==> config.mk <==
export PLATFORM = sky130hd
export DESIGN_NAME = gds_device_flat
export DESIGN_NICKNAME = d
export VERILOG_FILES = /design/src/hw/gds_pkg.sv /design/src/hw/gds_link_if.sv /design/src/hw/gds_device.sv /design/src/flat_wrapper.sv
export SDC_FILE = /design/constraint.sdc
export NUM_CORES = 1
export LEC_CHECK = 0
export BUFFER_PORTS_ARGS = -buffer_cell sky130_fd_sc_hd__buf_2
export CAP_MARGIN = 15
export CELL_PAD_IN_SITES_DETAIL_PLACEMENT = 0
export CELL_PAD_IN_SITES_GLOBAL_PLACEMENT = 1
export CORE_ASPECT_RATIO = 2
export CORE_MARGIN = 2
export CORE_UTILIZATION = 36
export DETAILED_ROUTE_END_ITERATION = 7
export PLACE_DENSITY_LB_ADDON = 0.1
export SLEW_MARGIN = 10
export SYNTH_ARGS = -nofsm -noshare
export SYNTH_HDL_FRONTEND = slang
export SYNTH_SLANG_ARGS = --single-unit
==> constraint.sdc <==
create_clock -name clk -period 5.3 [get_ports clk]
set_clock_uncertainty 0.15 [all_clocks]
set_input_delay 1.06 -clock clk [delete_from_list [all_inputs] [get_ports clk]]
set_output_delay 1.06 -clock clk [all_outputs]
set_load 0.01 [all_outputs]
==> src/hw/gds_pkg.sv <==
// gds_pkg: constants shared by both ends of the gauge driver serial link
package gds_pkg;
	localparam int WORD_BITS = 16;
	localparam int ADDR_BITS = 3;
	localparam int DATA_BITS = 13;
	localparam int ADDR_MSB = 15;
	localparam int ADDR_LSB = 13;
	localparam logic [2:0] ADDR_PEC = 3'h0;
	localparam logic [2:0] ADDR_VEL = 3'h1;
	localparam logic [2:0] ADDR_POS0 = 3'h2;
	localparam logic [2:0] ADDR_POS1 = 3'h3;
	localparam logic [2:0] ADDR_RTZ = 3'h4;
	localparam logic [2:0] ADDR_RTZS = 3'h5;
	localparam logic [2:0] ADDR_UNUSED = 3'h6;
	localparam logic [2:0] ADDR_TEST = 3'h7;
	localparam logic [12:0] REG_RESET = 13'h0000;
	localparam logic [3:0] BITCNT_ZERO = 4'h0;
	localparam logic [15:0] STATUS_RESET = 16'h0000;
	// controller register map, byte addresses on APB
	localparam logic [7:0] OFS_CTRL = 8'h00;
	localparam logic [7:0] OFS_TXDATA = 8'h04;
	localparam logic [7:0] OFS_RXDATA = 8'h08;
	localparam logic [7:0] OFS_STATUS = 8'h0C;
	localparam int CTRL_START = 0;
	localparam int STAT_BUSY = 0;
	// serial clock half period in system clocks (10 ns each)
	localparam int SCK_HALF_NS = 500;
	localparam int CLK_NS = 10;
	localparam int SCK_HALF_CYC = SCK_HALF_NS / CLK_NS;
	// chip select idle time between words, least
	localparam int CS_IDLE_NS = 5000;
	localparam int CS_IDLE_CYC = (CS_IDLE_NS + CLK_NS - 1) / CLK_NS;
endpackage

==> src/hw/gds_link_if.sv <==
// gds_link_if: serial link between controller and gauge driver device
`timescale 1ns/100ps
`default_nettype none
interface gds_link_if;
	logic csN;
	logic sclk;
	logic mosi;
	logic miso;
	logic misoOe;
	modport ctrl (output csN, output sclk, output mosi, input miso);
	modport dev (input csN, input sclk, input mosi, output miso,
		output misoOe);
endinterface
`default_nettype wire

==> src/hw/gds_device.sv <==
// gds_device: serial slave and command registers of the gauge driver
//
// Implementation choice: the serial link slave port.
`timescale 1ns/100ps
`default_nettype none
module gds_device (
	// system
	input  wire logic        clk,
	input  wire logic        sys_rst,
	// link
	gds_link_if.dev          link,
	// status word to report
	input  wire logic [15:0] statusWord,
	// command registers
	output logic      [12:0] powerEnableCalibration,
	output logic      [12:0] maximumVelocity,
	output logic      [12:0] gauge0TargetPosition,
	output logic      [12:0] gauge1TargetPosition,
	output logic      [12:0] returnToZeroCommand,
	output logic      [12:0] returnToZeroSetup,
	output logic             wordCommitted
);
	// ******************************
	// pin synchronisers
	// ******************************
	logic [1:0] csSync_r, sclkSync_r, mosiSync_r;
	logic       csPrev_r, sclkPrev_r, mosiPrev_r;
	always_ff @(posedge clk or posedge sys_rst) begin
		if (sys_rst) begin
			csSync_r   <= 2'h3;
			sclkSync_r <= 2'h0;
			mosiSync_r <= 2'h0;
			csPrev_r   <= 1'b1;
			sclkPrev_r <= 1'b0;
			mosiPrev_r <= 1'b0;
		end else begin
			csSync_r   <= {csSync_r[0], link.csN};
			sclkSync_r <= {sclkSync_r[0], link.sclk};
			mosiSync_r <= {mosiSync_r[0], link.mosi};
			csPrev_r   <= csSync_r[1];
			sclkPrev_r <= sclkSync_r[1];
			// the master may move data with the falling edge itself, so
			// the bit is taken as it stood while the clock was still high
			mosiPrev_r <= mosiSync_r[1];
		end
	end
	wire csLow   = ~csSync_r[1];
	wire csRise  = csSync_r[1] & ~csPrev_r;
	wire sclkRise = csLow & sclkSync_r[1] & ~sclkPrev_r;
	wire sclkFall = csLow & ~sclkSync_r[1] & sclkPrev_r;

	// ******************************
	// shift registers
	// ******************************
	logic [15:0] rxShift_r, txShift_r;
	logic [3:0]  bitCnt_r;
	logic        anyBits_r, firstRise_r;
	logic        miso_r;
	// output shift holds status then received bits: the received stream is
	// fed into its bottom, so it leaves 16 bits late in arrival order
	always_ff @(posedge clk or posedge sys_rst) begin
		if (sys_rst) begin
			rxShift_r   <= 16'h0000;
			txShift_r   <= 16'h0000;
			bitCnt_r    <= 4'h0;
			anyBits_r   <= 1'b0;
			firstRise_r <= 1'b1;
			miso_r      <= 1'b0;
		end else if (!csLow) begin
			bitCnt_r    <= 4'h0;
			anyBits_r   <= 1'b0;
			firstRise_r <= 1'b1;
		end else begin
			if (sclkFall) begin
				rxShift_r <= {rxShift_r[14:0], mosiPrev_r};
				txShift_r <= {txShift_r[15:1], mosiPrev_r};
				bitCnt_r  <= bitCnt_r + 4'h1;
				anyBits_r <= 1'b1;
			end
			if (sclkRise) begin
				if (firstRise_r) begin
					miso_r      <= statusWord[15];
					txShift_r   <= {statusWord[14:0], 1'b0};
					firstRise_r <= 1'b0;
				end else begin
					miso_r    <= txShift_r[15];
					txShift_r <= {txShift_r[14:0], txShift_r[0]};
				end
			end
		end
	end
	assign link.miso   = miso_r;
	assign link.misoOe = csLow;

	// ******************************
	// commit on chip select rise
	// ******************************
	wire [2:0] rxAddr = rxShift_r[gds_pkg::ADDR_MSB:gds_pkg::ADDR_LSB];
	wire       wordOk = anyBits_r & (bitCnt_r == gds_pkg::BITCNT_ZERO);
	wire       doCommit = csRise & wordOk;
	wire [12:0] rxData = rxShift_r[12:0];
	always_ff @(posedge clk or posedge sys_rst) begin
		if (sys_rst) begin
			powerEnableCalibration <= gds_pkg::REG_RESET;
			maximumVelocity        <= gds_pkg::REG_RESET;
			gauge0TargetPosition   <= gds_pkg::REG_RESET;
			gauge1TargetPosition   <= gds_pkg::REG_RESET;
			returnToZeroCommand    <= gds_pkg::REG_RESET;
			returnToZeroSetup      <= gds_pkg::REG_RESET;
			wordCommitted          <= 1'b0;
		end else begin
			wordCommitted <= doCommit;
			if (doCommit) begin
				unique case (rxAddr)
				gds_pkg::ADDR_PEC:   powerEnableCalibration <= rxData;
				gds_pkg::ADDR_VEL:   maximumVelocity        <= rxData;
				gds_pkg::ADDR_POS0:  gauge0TargetPosition   <= rxData;
				gds_pkg::ADDR_POS1:  gauge1TargetPosition   <= rxData;
				gds_pkg::ADDR_RTZ:   returnToZeroCommand    <= rxData;
				gds_pkg::ADDR_RTZS:  returnToZeroSetup      <= rxData;
				gds_pkg::ADDR_UNUSED, gds_pkg::ADDR_TEST: ;
				endcase
			end
		end
	end
endmodule // gds_device
`default_nettype wire

==> src/flat_wrapper.sv <==
// flat-port wrapper written by rule: the top's interface ports become plain ports
module gds_device_flat 
  (clk, sys_rst, statusWord, powerEnableCalibration, maximumVelocity, gauge0TargetPosition, gauge1TargetPosition, returnToZeroCommand, returnToZeroSetup, wordCommitted, link_csN, link_sclk, link_mosi, link_miso, link_misoOe);
  gds_link_if link_i ();
  input  wire logic clk;
  input  wire logic sys_rst;
  input  wire logic [15:0] statusWord;
  output logic      [12:0] powerEnableCalibration;
  output logic      [12:0] maximumVelocity;
  output logic      [12:0] gauge0TargetPosition;
  output logic      [12:0] gauge1TargetPosition;
  output logic      [12:0] returnToZeroCommand;
  output logic      [12:0] returnToZeroSetup;
  output logic wordCommitted;
  input wire logic [$bits(link_i.csN)-1:0] link_csN;
  input wire logic [$bits(link_i.sclk)-1:0] link_sclk;
  input wire logic [$bits(link_i.mosi)-1:0] link_mosi;
  output wire logic [$bits(link_i.miso)-1:0] link_miso;
  output wire logic [$bits(link_i.misoOe)-1:0] link_misoOe;
  assign link_i.csN = link_csN;
  assign link_i.sclk = link_sclk;
  assign link_i.mosi = link_mosi;
  assign link_miso = link_i.miso;
  assign link_misoOe = link_i.misoOe;
  gds_device u_core (.clk(clk), .sys_rst(sys_rst), .link(link_i), .statusWord(statusWord), .powerEnableCalibration(powerEnableCalibration), .maximumVelocity(maximumVelocity), .gauge0TargetPosition(gauge0TargetPosition), .gauge1TargetPosition(gauge1TargetPosition), .returnToZeroCommand(returnToZeroCommand), .returnToZeroSetup(returnToZeroSetup), .wordCommitted(wordCommitted));
endmodule
Yosys cells after proc, flatten, opt, wreduce, memory -nomap -nowiden:

Cells that the tools add are included.

* add/subtract/negate cells: 1
* equal/unequal tests: 6
* mux-type cells: 10
* bitwise gates (word level): 11
* reduce and logical (&&, ||, !) cells: 14

Operator list (count)
* $mux 16: 2
* $reduce_and 2->1: 8
* $mux 4: 2
* $and 1x1->1: 7
* $eq 3x2->1 const B: 2
* $eq 3x3->1 const B: 2
* $mux 1: 6
* $reduce_bool 2->1: 3
* $add 4x1->4 const B: 1
* $logic_not 4->1: 1
* $not 1->1: 4
* $eq 3x1->1 const B: 1
* $logic_not 3->1: 1
* $reduce_and 3->1: 1
* $ne 2x2->1 const B: 1

* bits in registers: 127
* logic and storage cells: 62

Longest topological paths before layout:

Gate-level depths: netlist of the first run.

* word-level depth: 5
* mapped depth: 7
* depth with buffers taken out: 5

Least setup slack after synthesis of the first run:

Ideal clock, no wire load.

* path type: register to register
* start point: reg u_core.csSync_r[1]
* end point: reg u_core.gauge1TargetPosition[0]
* setup time: 125 ps
* arrival time: 1672 ps
* required time: 5025 ps
* path slack: 3353 ps
* cell stages (with the launch flop): 7
* path buffers: 3
* period minus slack after synthesis: 1947 ps
* cells stage by stage: dfstp_2 buf_6 and4bb_4 and4_1 buf_2 buf_6 mux2_2

* word-level cells in the longest chain between the ends: 3

RTL lines
* start, declared: RTL line gds_device.sv:26 `logic [1:0] csSync_r, sclkSync_r, mosiSync_r;`
* start signal, assigned: RTL line gds_device.sv:37 `csSync_r <= {csSync_r[0], link.csN};`
* $and 1x1->1: RTL line gds_device.sv:48 `wire csRise = csSync_r[1] & ~csPrev_r;`
* $and 1x1->1: RTL line gds_device.sv:100 `wire doCommit = csRise & wordOk;`
* $reduce_and 2->1 (no source line)
* end signal, assigned: RTL line gds_device.sv:107 `gauge1TargetPosition <= gds_pkg::REG_RESET;`
* end signal, assigned: RTL line gds_device.sv:118 `gds_pkg::ADDR_POS1: gauge1TargetPosition <= rxData;`
* end, declared: RTL line gds_device.sv:18 `output logic [12:0] gauge1TargetPosition,`

No other way between the ends.
A chain may end at the register's enable or synchronous reset.

Worst setup path in the final report of the first run:

* start point: reg u_core.csSync_r[1]
* end point: reg u_core.returnToZeroSetup[7]

* word-level cells in the longest chain between the ends: 3

RTL lines
* $and 1x1->1: RTL line gds_device.sv:48
* $and 1x1->1: RTL line gds_device.sv:100
* $reduce_and 2->1 (no source line)
* end signal, assigned: RTL line gds_device.sv:109 `returnToZeroSetup <= gds_pkg::REG_RESET;`
* end signal, assigned: RTL line gds_device.sv:120 `gds_pkg::ADDR_RTZS: returnToZeroSetup <= rxData;`
* end, declared: RTL line gds_device.sv:20 `output logic [12:0] returnToZeroSetup,`

No other way between the ends.

==> flow_summary.json, run 1 <==
{
  "dieArea_um2": 14670,
  "vias_per_cell": 4.925,
  "ys_seq_area_share_pct": 64.72,
  "clk_latency_ps": 400,
  "synth_top_area_share_pct": 62.58,
  "synthAdderAreaFrac_pct": 0.5088,
  "vias": 2970,
  "drive_above_1_share_pct": 52.68,
  "min_to": "u_core.mosiSync_r[1]",
  "setup_viol": 0,
  "synthFlopType": "dfrtp_1",
  "grt-ovfl-total": 0,
  "finalSetupTns_ps": 0,
  "cts_buffer_depth": 2,
  "clk_pin_slew_ps": 60,
  "hold-path-cell-count": 0,
  "hpwl_mm": 7.109,
  "die_y_um": 169.3,
  "cts_buffers": 17,
  "arrival_ps": 2790,
  "timing.rr.start": "u_core.csSync_r[1]",
  "rrSetupSlack_ps": 2640,
  "synth_top_family_by_area": "multiplexers",
  "wl_per_cell_um": 17.45,
  "crit_buf_inv": 0,
  "synth_top_area_cell": "dfrtp_1",
  "vdd_drop_max_uv": 216.9,
  "synth_mux_area_share_pct": 24.78,
  "max_freq_mhz": 376.2,
  "worstMarginPinSlew_ps": 1051,
  "synthCells": 327,
  "outcome": "completed",
  "startpoint_type": "flip-flop",
  "gp_congestion": 0.7398,
  "cts.sinks": 127,
  "final.min_clock_period_ps": 2658,
  "post-synth-top-count-cell": "dfrtp_1",
  "finalNetCount": 458,
  "synthSimpleGateAreaFrac_pct": 4.859,
  "first_global_vias": 3111,
  "synth_common_cells": "123 x dfrtp_1, 94 x mux2_2, 22 x nor2_1",
  "pwr_density_cell_nw_per_um2": 389.6,
  "drt-total-wl_mm": 10.52,
  "grtUsageTotal_pct": 15.43,
  "postRouteAntennaNets": 0,
  "cts-resized-gates": 0,
  "start_util_pct": 36.60,
  "port_buffers": 101,
  "drt_iter0_markers": 136,
  "reg2reg_depth": 3,
  "cts_tree": "built",
  "async_flop_share_pct": 100.0,
  "power_leakage_nw": 3.313,
  "timing.rr.end": "u_core.returnToZeroSetup[7]",
  "synthToLayoutAreaGrowth_pct": 23.81,
  "path_class": "flip-flop to flip-flop",
  "synth-compound-area-share_pct": 2.340,
  "dr.pass1.iters": 4,
  "ys_types": 31,
  "fin_util_pct": 45.32,
  "die_w_um": 86.65,
  "cts_root_buffer": "clkbuf_16",
  "cp_slowest_cell": "nand4_1",
  "pin_count": 102,
  "antenna_found_initial": 0,
  "post-cts-setup-buffers": 0,
  "rsz0062_at_grt": "false",
  "cts_hold_buf": 0,
  "endpoint_kind": "flip-flop",
  "cp_max_fo": 13,
  "drc": 0,
  "max_stage_delay_ps": 830,
  "syn-num-nets": 350,
  "slew_viol_final": 0,
  "critical_path.cell_chain": "and4bb_4 > nand4_1 > mux2_2",
  "core_um2": 13440,
  "diodes": 0,
  "grt_pass1_wl_mm": 17.04,
  "cp.required_ps": 5430,
  "syn-cell-area_um2": 4918,
  "yosys_register_bits": 127,
  "ys_top_cells_by_area": "dfrtp_1 63%, mux2_2 22%, mux2i_1 3.3%",
  "h-tree-depth": 4,
  "total_power_mw": 2.372,
  "rows": 60,
  "final_hold_viol_count": 0,
  "critPathTopFamily": "simple AND/OR/NAND/NOR gates",
  "min_path_type": "flip-flop to flip-flop",
  "relSlewSlack_pct": 29.71,
  "avgSynthCellArea_um2": 15.04,
  "period_share_pct": 50.15,
  "hp-start": "u_core.mosiSync_r[0]",
  "grt_max_degree": 54,
  "synth_xor_area_share_pct": 0.3561,
  "synth-edff-count": 0,
  "crit_cells": 3,
  "cap_violations": 0,
  "yosysWarnings": 0
}
-- kinds of logic after synthesis --
group / count (synthesis)
simple gates: 44
compound gates: 22
xor+xnor: 2
mux: 110
fa+ha+maj: 2
buf+inv: 20
flops: 127
-- flip-flops by register name, indices dropped and copies added, names as in the netlist, 2 cells and up --
signal and cells:
u_core.bitCnt_r 4, u_core.csSync_r 2, u_core.gauge0TargetPosition 13, u_core.gauge1TargetPosition 13, u_core.maximumVelocity 13, u_core.mosiSync_r 2
u_core.powerEnableCalibration 13, u_core.returnToZeroCommand 13, u_core.returnToZeroSetup 13, u_core.rxShift_r 16, u_core.sclkSync_r 2, u_core.txShift_r 16
-- area by class of cell --
class	count	area, um2
multi-input cells	180	1620
inverters	5	21.27
clock inverters	11	92.59
clock buffers	21	450.4
repair buffers	104	528.0
flip-flops and latches	127	3183
well taps	155	193.9
fillers	1256	7348
-- report_power, final --
group / internal (mW) / switching, mW / total, mW
registers: 1.05 / 0.0951 / 1.15
clock network: 0.652 / 0.404 / 1.06
logic: 0.0888 / 0.0816 / 0.170
-- worst reg2reg max path, stage by stage, from the launching register on --
cell,delay [ps]
dfstp_2,640
and4bb_4,310
nand4_1,830
mux2_2,610
-- cell usage in the layout (no fill, tap or decap), types with 3 or more instances in the layout --
master      synthesis  layout
clkbuf_1            3       3
nand3_1             3       3
dfrtp_1           123     123
a21oi_1            18      18
mux2_2             94      94
dfstp_2             4       4
buf_4               2       3
clkbuf_16           0      17
nand2_1             4       4
clkinv_2            0       5
buf_2               6     101
mux2i_1            16      16
nor2b_1             3       3
inv_1               5       4
nor2_1             22      22
clkinvlp_4          0       5
-- worst max path at each step --
stage                             startpoint                           to  slack, ps
after CTS                 u_core.csSync_r[1]  u_core.returnToZeroSetup[7]       2560
after detailed placement  u_core.csSync_r[1]  u_core.returnToZeroSetup[7]       2570
after floorplan                      sys_rst             u_core.anyBits_r        710
after global routing      u_core.csSync_r[1]  u_core.returnToZeroSetup[7]       2510
final                     u_core.csSync_r[1]  u_core.returnToZeroSetup[7]       2640
after global placement    u_core.csSync_r[1]  u_core.returnToZeroSetup[1]       2610
-- routing by layer --
layer  wire, um  track usage (%)  vias up
li1           -                -     1373
met1       4059            17.21     1504
met2       5796            27.29       86
met3        559            5.350        7
met4        107            4.484        0
met5          0                0        -
-- per-stage QoR --
stage	worst slack (ps)	instances	area, um2	hold WS (ps)
after floorplan	712.3	327	4918	181.2
after global placement	2605	571	5547	183.0
after detailed placement	2568	571	5547	185.8
after CTS	2563	603	6090	199.1
after global routing	2515	603	6090	206.8
final	2642	603	6090	199.4
Power figures use the tool's default switching activity.
==> run 2, diff against run 1 <==
clock period = 2.3 ns   (was 5.3 ns; I/O delays follow)
==> run 2 against run 1 <==
Net effect: flip-flop and latch count unchanged; worst hold slack got worse by 180 ps; final area grew 4.4%; global-route usage up 1.0 points; clock power rose to 2.5 times the previous value; highest routed layer unchanged; via count is 0.44% higher; wire length rose by 4.8%; register-to-register slack got worse by 2300 ps; utilization is 2.0 points higher; fmax is 34% higher; critical path type unchanged; sequential share of layout area is 2.2 points lower; sequential power is 130% higher.
==> flow_summary.json, run 2 (synthesis gave the netlist of run 1 again) <==
{
  "outcome": "completed",
  "cp.required_ps": 2440,
  "layout_common_cells": "123 x dfrtp_1, 101 x buf_2, 94 x mux2_2, 22 x nor2_1, 18 x a21oi_1",
  "finalNetCount": 475,
  "top_regs": "u_core.rxShift_r (16), u_core.txShift_r (16)",
  "dpl.cell_count": 585,
  "drt-total-wl_mm": 11.03,
  "port_buffers": 101,
  "rows": 60,
  "final_hold_viol_count": 0,
  "clk_latency_ps": 410,
  "endpoint_kind": "flip-flop",
  "gp_congestion": 0.7136,
  "vdd_drop_max_uv": 513.3,
  "fillers": 1227,
  "cts_buffer_depth": 2,
  "slew_viol_final": 0,
  "diodes": 0,
  "post-cts-setup-buffers": 0,
  "power_leakage_nw": 3.441,
  "antenna_found_initial": 0,
  "postRouteAntennaNets": 0,
  "grt_max_degree": 33,
  "pin_count": 102,
  "grt-ovfl-total": 0,
  "cp_max_fo": 11,
  "die_w_um": 86.65,
  "cts_buffers": 17,
  "start_util_pct": 36.60,
  "finalSetupTns_ps": 0,
  "drive_above_1_share_pct": 54.09,
  "final_cells": 619,
  "layout_commonest_cell": "dfrtp_1",
  "clk_pin_slew_ps": 60,
  "wl_per_cell_um": 17.81,
  "reg2reg_depth": 6,
  "relSlewSlack_pct": 50.32,
  "cts.sinks": 127,
  "synthToLayoutAreaGrowth_pct": 29.20,
  "path_class": "flip-flop to flip-flop",
  "worstMarginPinSlew_ps": 743.6,
  "regArea_um2": 3183,
  "rsz0062_at_grt": "false",
  "h-tree-depth": 4,
  "cts_tree": "built",
  "cap_violations": 0,
  "rrSetupSlack_ps": 310,
  "period_share_pct": 86.53,
  "hpwl_mm": 7.992,
  "arrival_ps": 2130,
  "setup_viol": 0,
  "final.min_clock_period_ps": 1990,
  "cts-resized-gates": 0,
  "min_path_type": "input pin to asynchronous set/reset pin",
  "vias_per_cell": 4.819,
  "core_um2": 13440,
  "startpoint_type": "flip-flop",
  "vias": 2983,
  "pwr_density_cell_nw_per_um2": 900.1,
  "drt_iter0_markers": 54,
  "drc": 0,
  "cts_root_buffer": "clkbuf_16",
  "max_freq_mhz": 502.5,
  "die_y_um": 169.3,
  "grtUsageTotal_pct": 16.44,
  "multi_input_area_um2": 1620,
  "first_global_vias": 3290,
  "timing.rr.start": "u_core.bitCnt_r[0]",
  "grt_pass1_wl_mm": 18.08,
  "timing.rr.end": "u_core.gauge1TargetPosition[1]",
  "dr.pass1.iters": 3,
  "dieArea_um2": 14670
}
==> run 2: changes by cell type in the layout (fill, tap and decap cells not counted), moves of 2 or more <==
cell           previous run  this run
buf_12                    0         6
buf_4                     3        11
bufinv_16                 1         3
clkbuf_1                  3         1
clkinv_2                  5         2
clkinv_4                  0         6
clkinvlp_4                5         3
dlygate4sd3_1             0         3
==> run 2: worst max-delay path, cell delays in order, from the launching register on <==
cell,delay (ps)
dfrtp_1,420
inv_1,70
ha_1,140
and4bb_4,280
and4_1,310
buf_12,170
mux2_2,330
==> run 2: worst max path at each step <==
stage,cells past startpoint,endpoint,from
4_1_cts,6,u_core.gauge1TargetPosition[1],u_core.bitCnt_r[0]
3_3_place_gp,6,u_core.gauge1TargetPosition[7],u_core.bitCnt_r[0]
5_1_grt,6,u_core.gauge1TargetPosition[1],u_core.bitCnt_r[0]
3_5_place_dp,6,u_core.gauge1TargetPosition[1],u_core.bitCnt_r[0]
2_1_floorplan,1,u_core.anyBits_r,sys_rst
6_report,6,u_core.gauge1TargetPosition[1],u_core.bitCnt_r[0]
==> run 2: stage by stage <==
stage / power (mW) / util (%) / instance area, um2 / setup WS, ps / hold slack (ps)
CTS: 5.814 / 47.29 / 6355 / 291.5 / 37.22
floorplan: 2.877 / - / 4922 / 126.0 / 181.2
global route: 6.009 / 47.29 / 6355 / 236.9 / 58.02
finish: 5.720 / 47.29 / 6355 / 309.9 / 16.22
detailed placement: 3.104 / 42.63 / 5728 / 309.2 / 188.7
global placement: 3.090 / 42.63 / 5728 / 363.5 / 185.6
==> run 2: cell type report <==
| type | instances | area share (%) |
|---|---|---|
| Sequential cell | 127 | 50.09 |
| Inverter | 5 | 0.3544 |
| Tap cell | 155 | 3.052 |
| Clock inverter | 13 | 2.638 |
| Timing Repair Buffer | 121 | 11.62 |
| Multi-Input combinational cell | 180 | 25.50 |
| Clock buffer | 18 | 6.753 |
==> run 2: power by group <==
| part | internal (mW) | total, mW | switching, mW | leakage (nW) |
|---|---|---|---|---|
| Combinational | 0.226 | 0.416 | 0.191 | 1.48 |
| Sequential | 2.42 | 2.63 | 0.208 | 1.67 |
| Clock | 1.70 | 2.67 | 0.973 | 0.286 |
| Total | 4.35 | 5.72 | 1.37 | 3.44 |
==> run 2: routing by layer <==
metal	vias up	part of all wire, %	GRT usage (%)	wire length [um]
met5	-	0	0	0
met4	0	2.2	7.745	240
met3	16	4.6	4.767	504
met2	75	55	28.70	6107
met1	1499	38	17.93	4173
li1	1393	-	-	-
==> run 2: repair_timing <==
| action | CTS | global route |
|---|---|---|
| hold endpoints to repair | 3 | 0 |
| setup endpoints to repair | 0 | 0 |
| hold buffers | 3 | 0 |
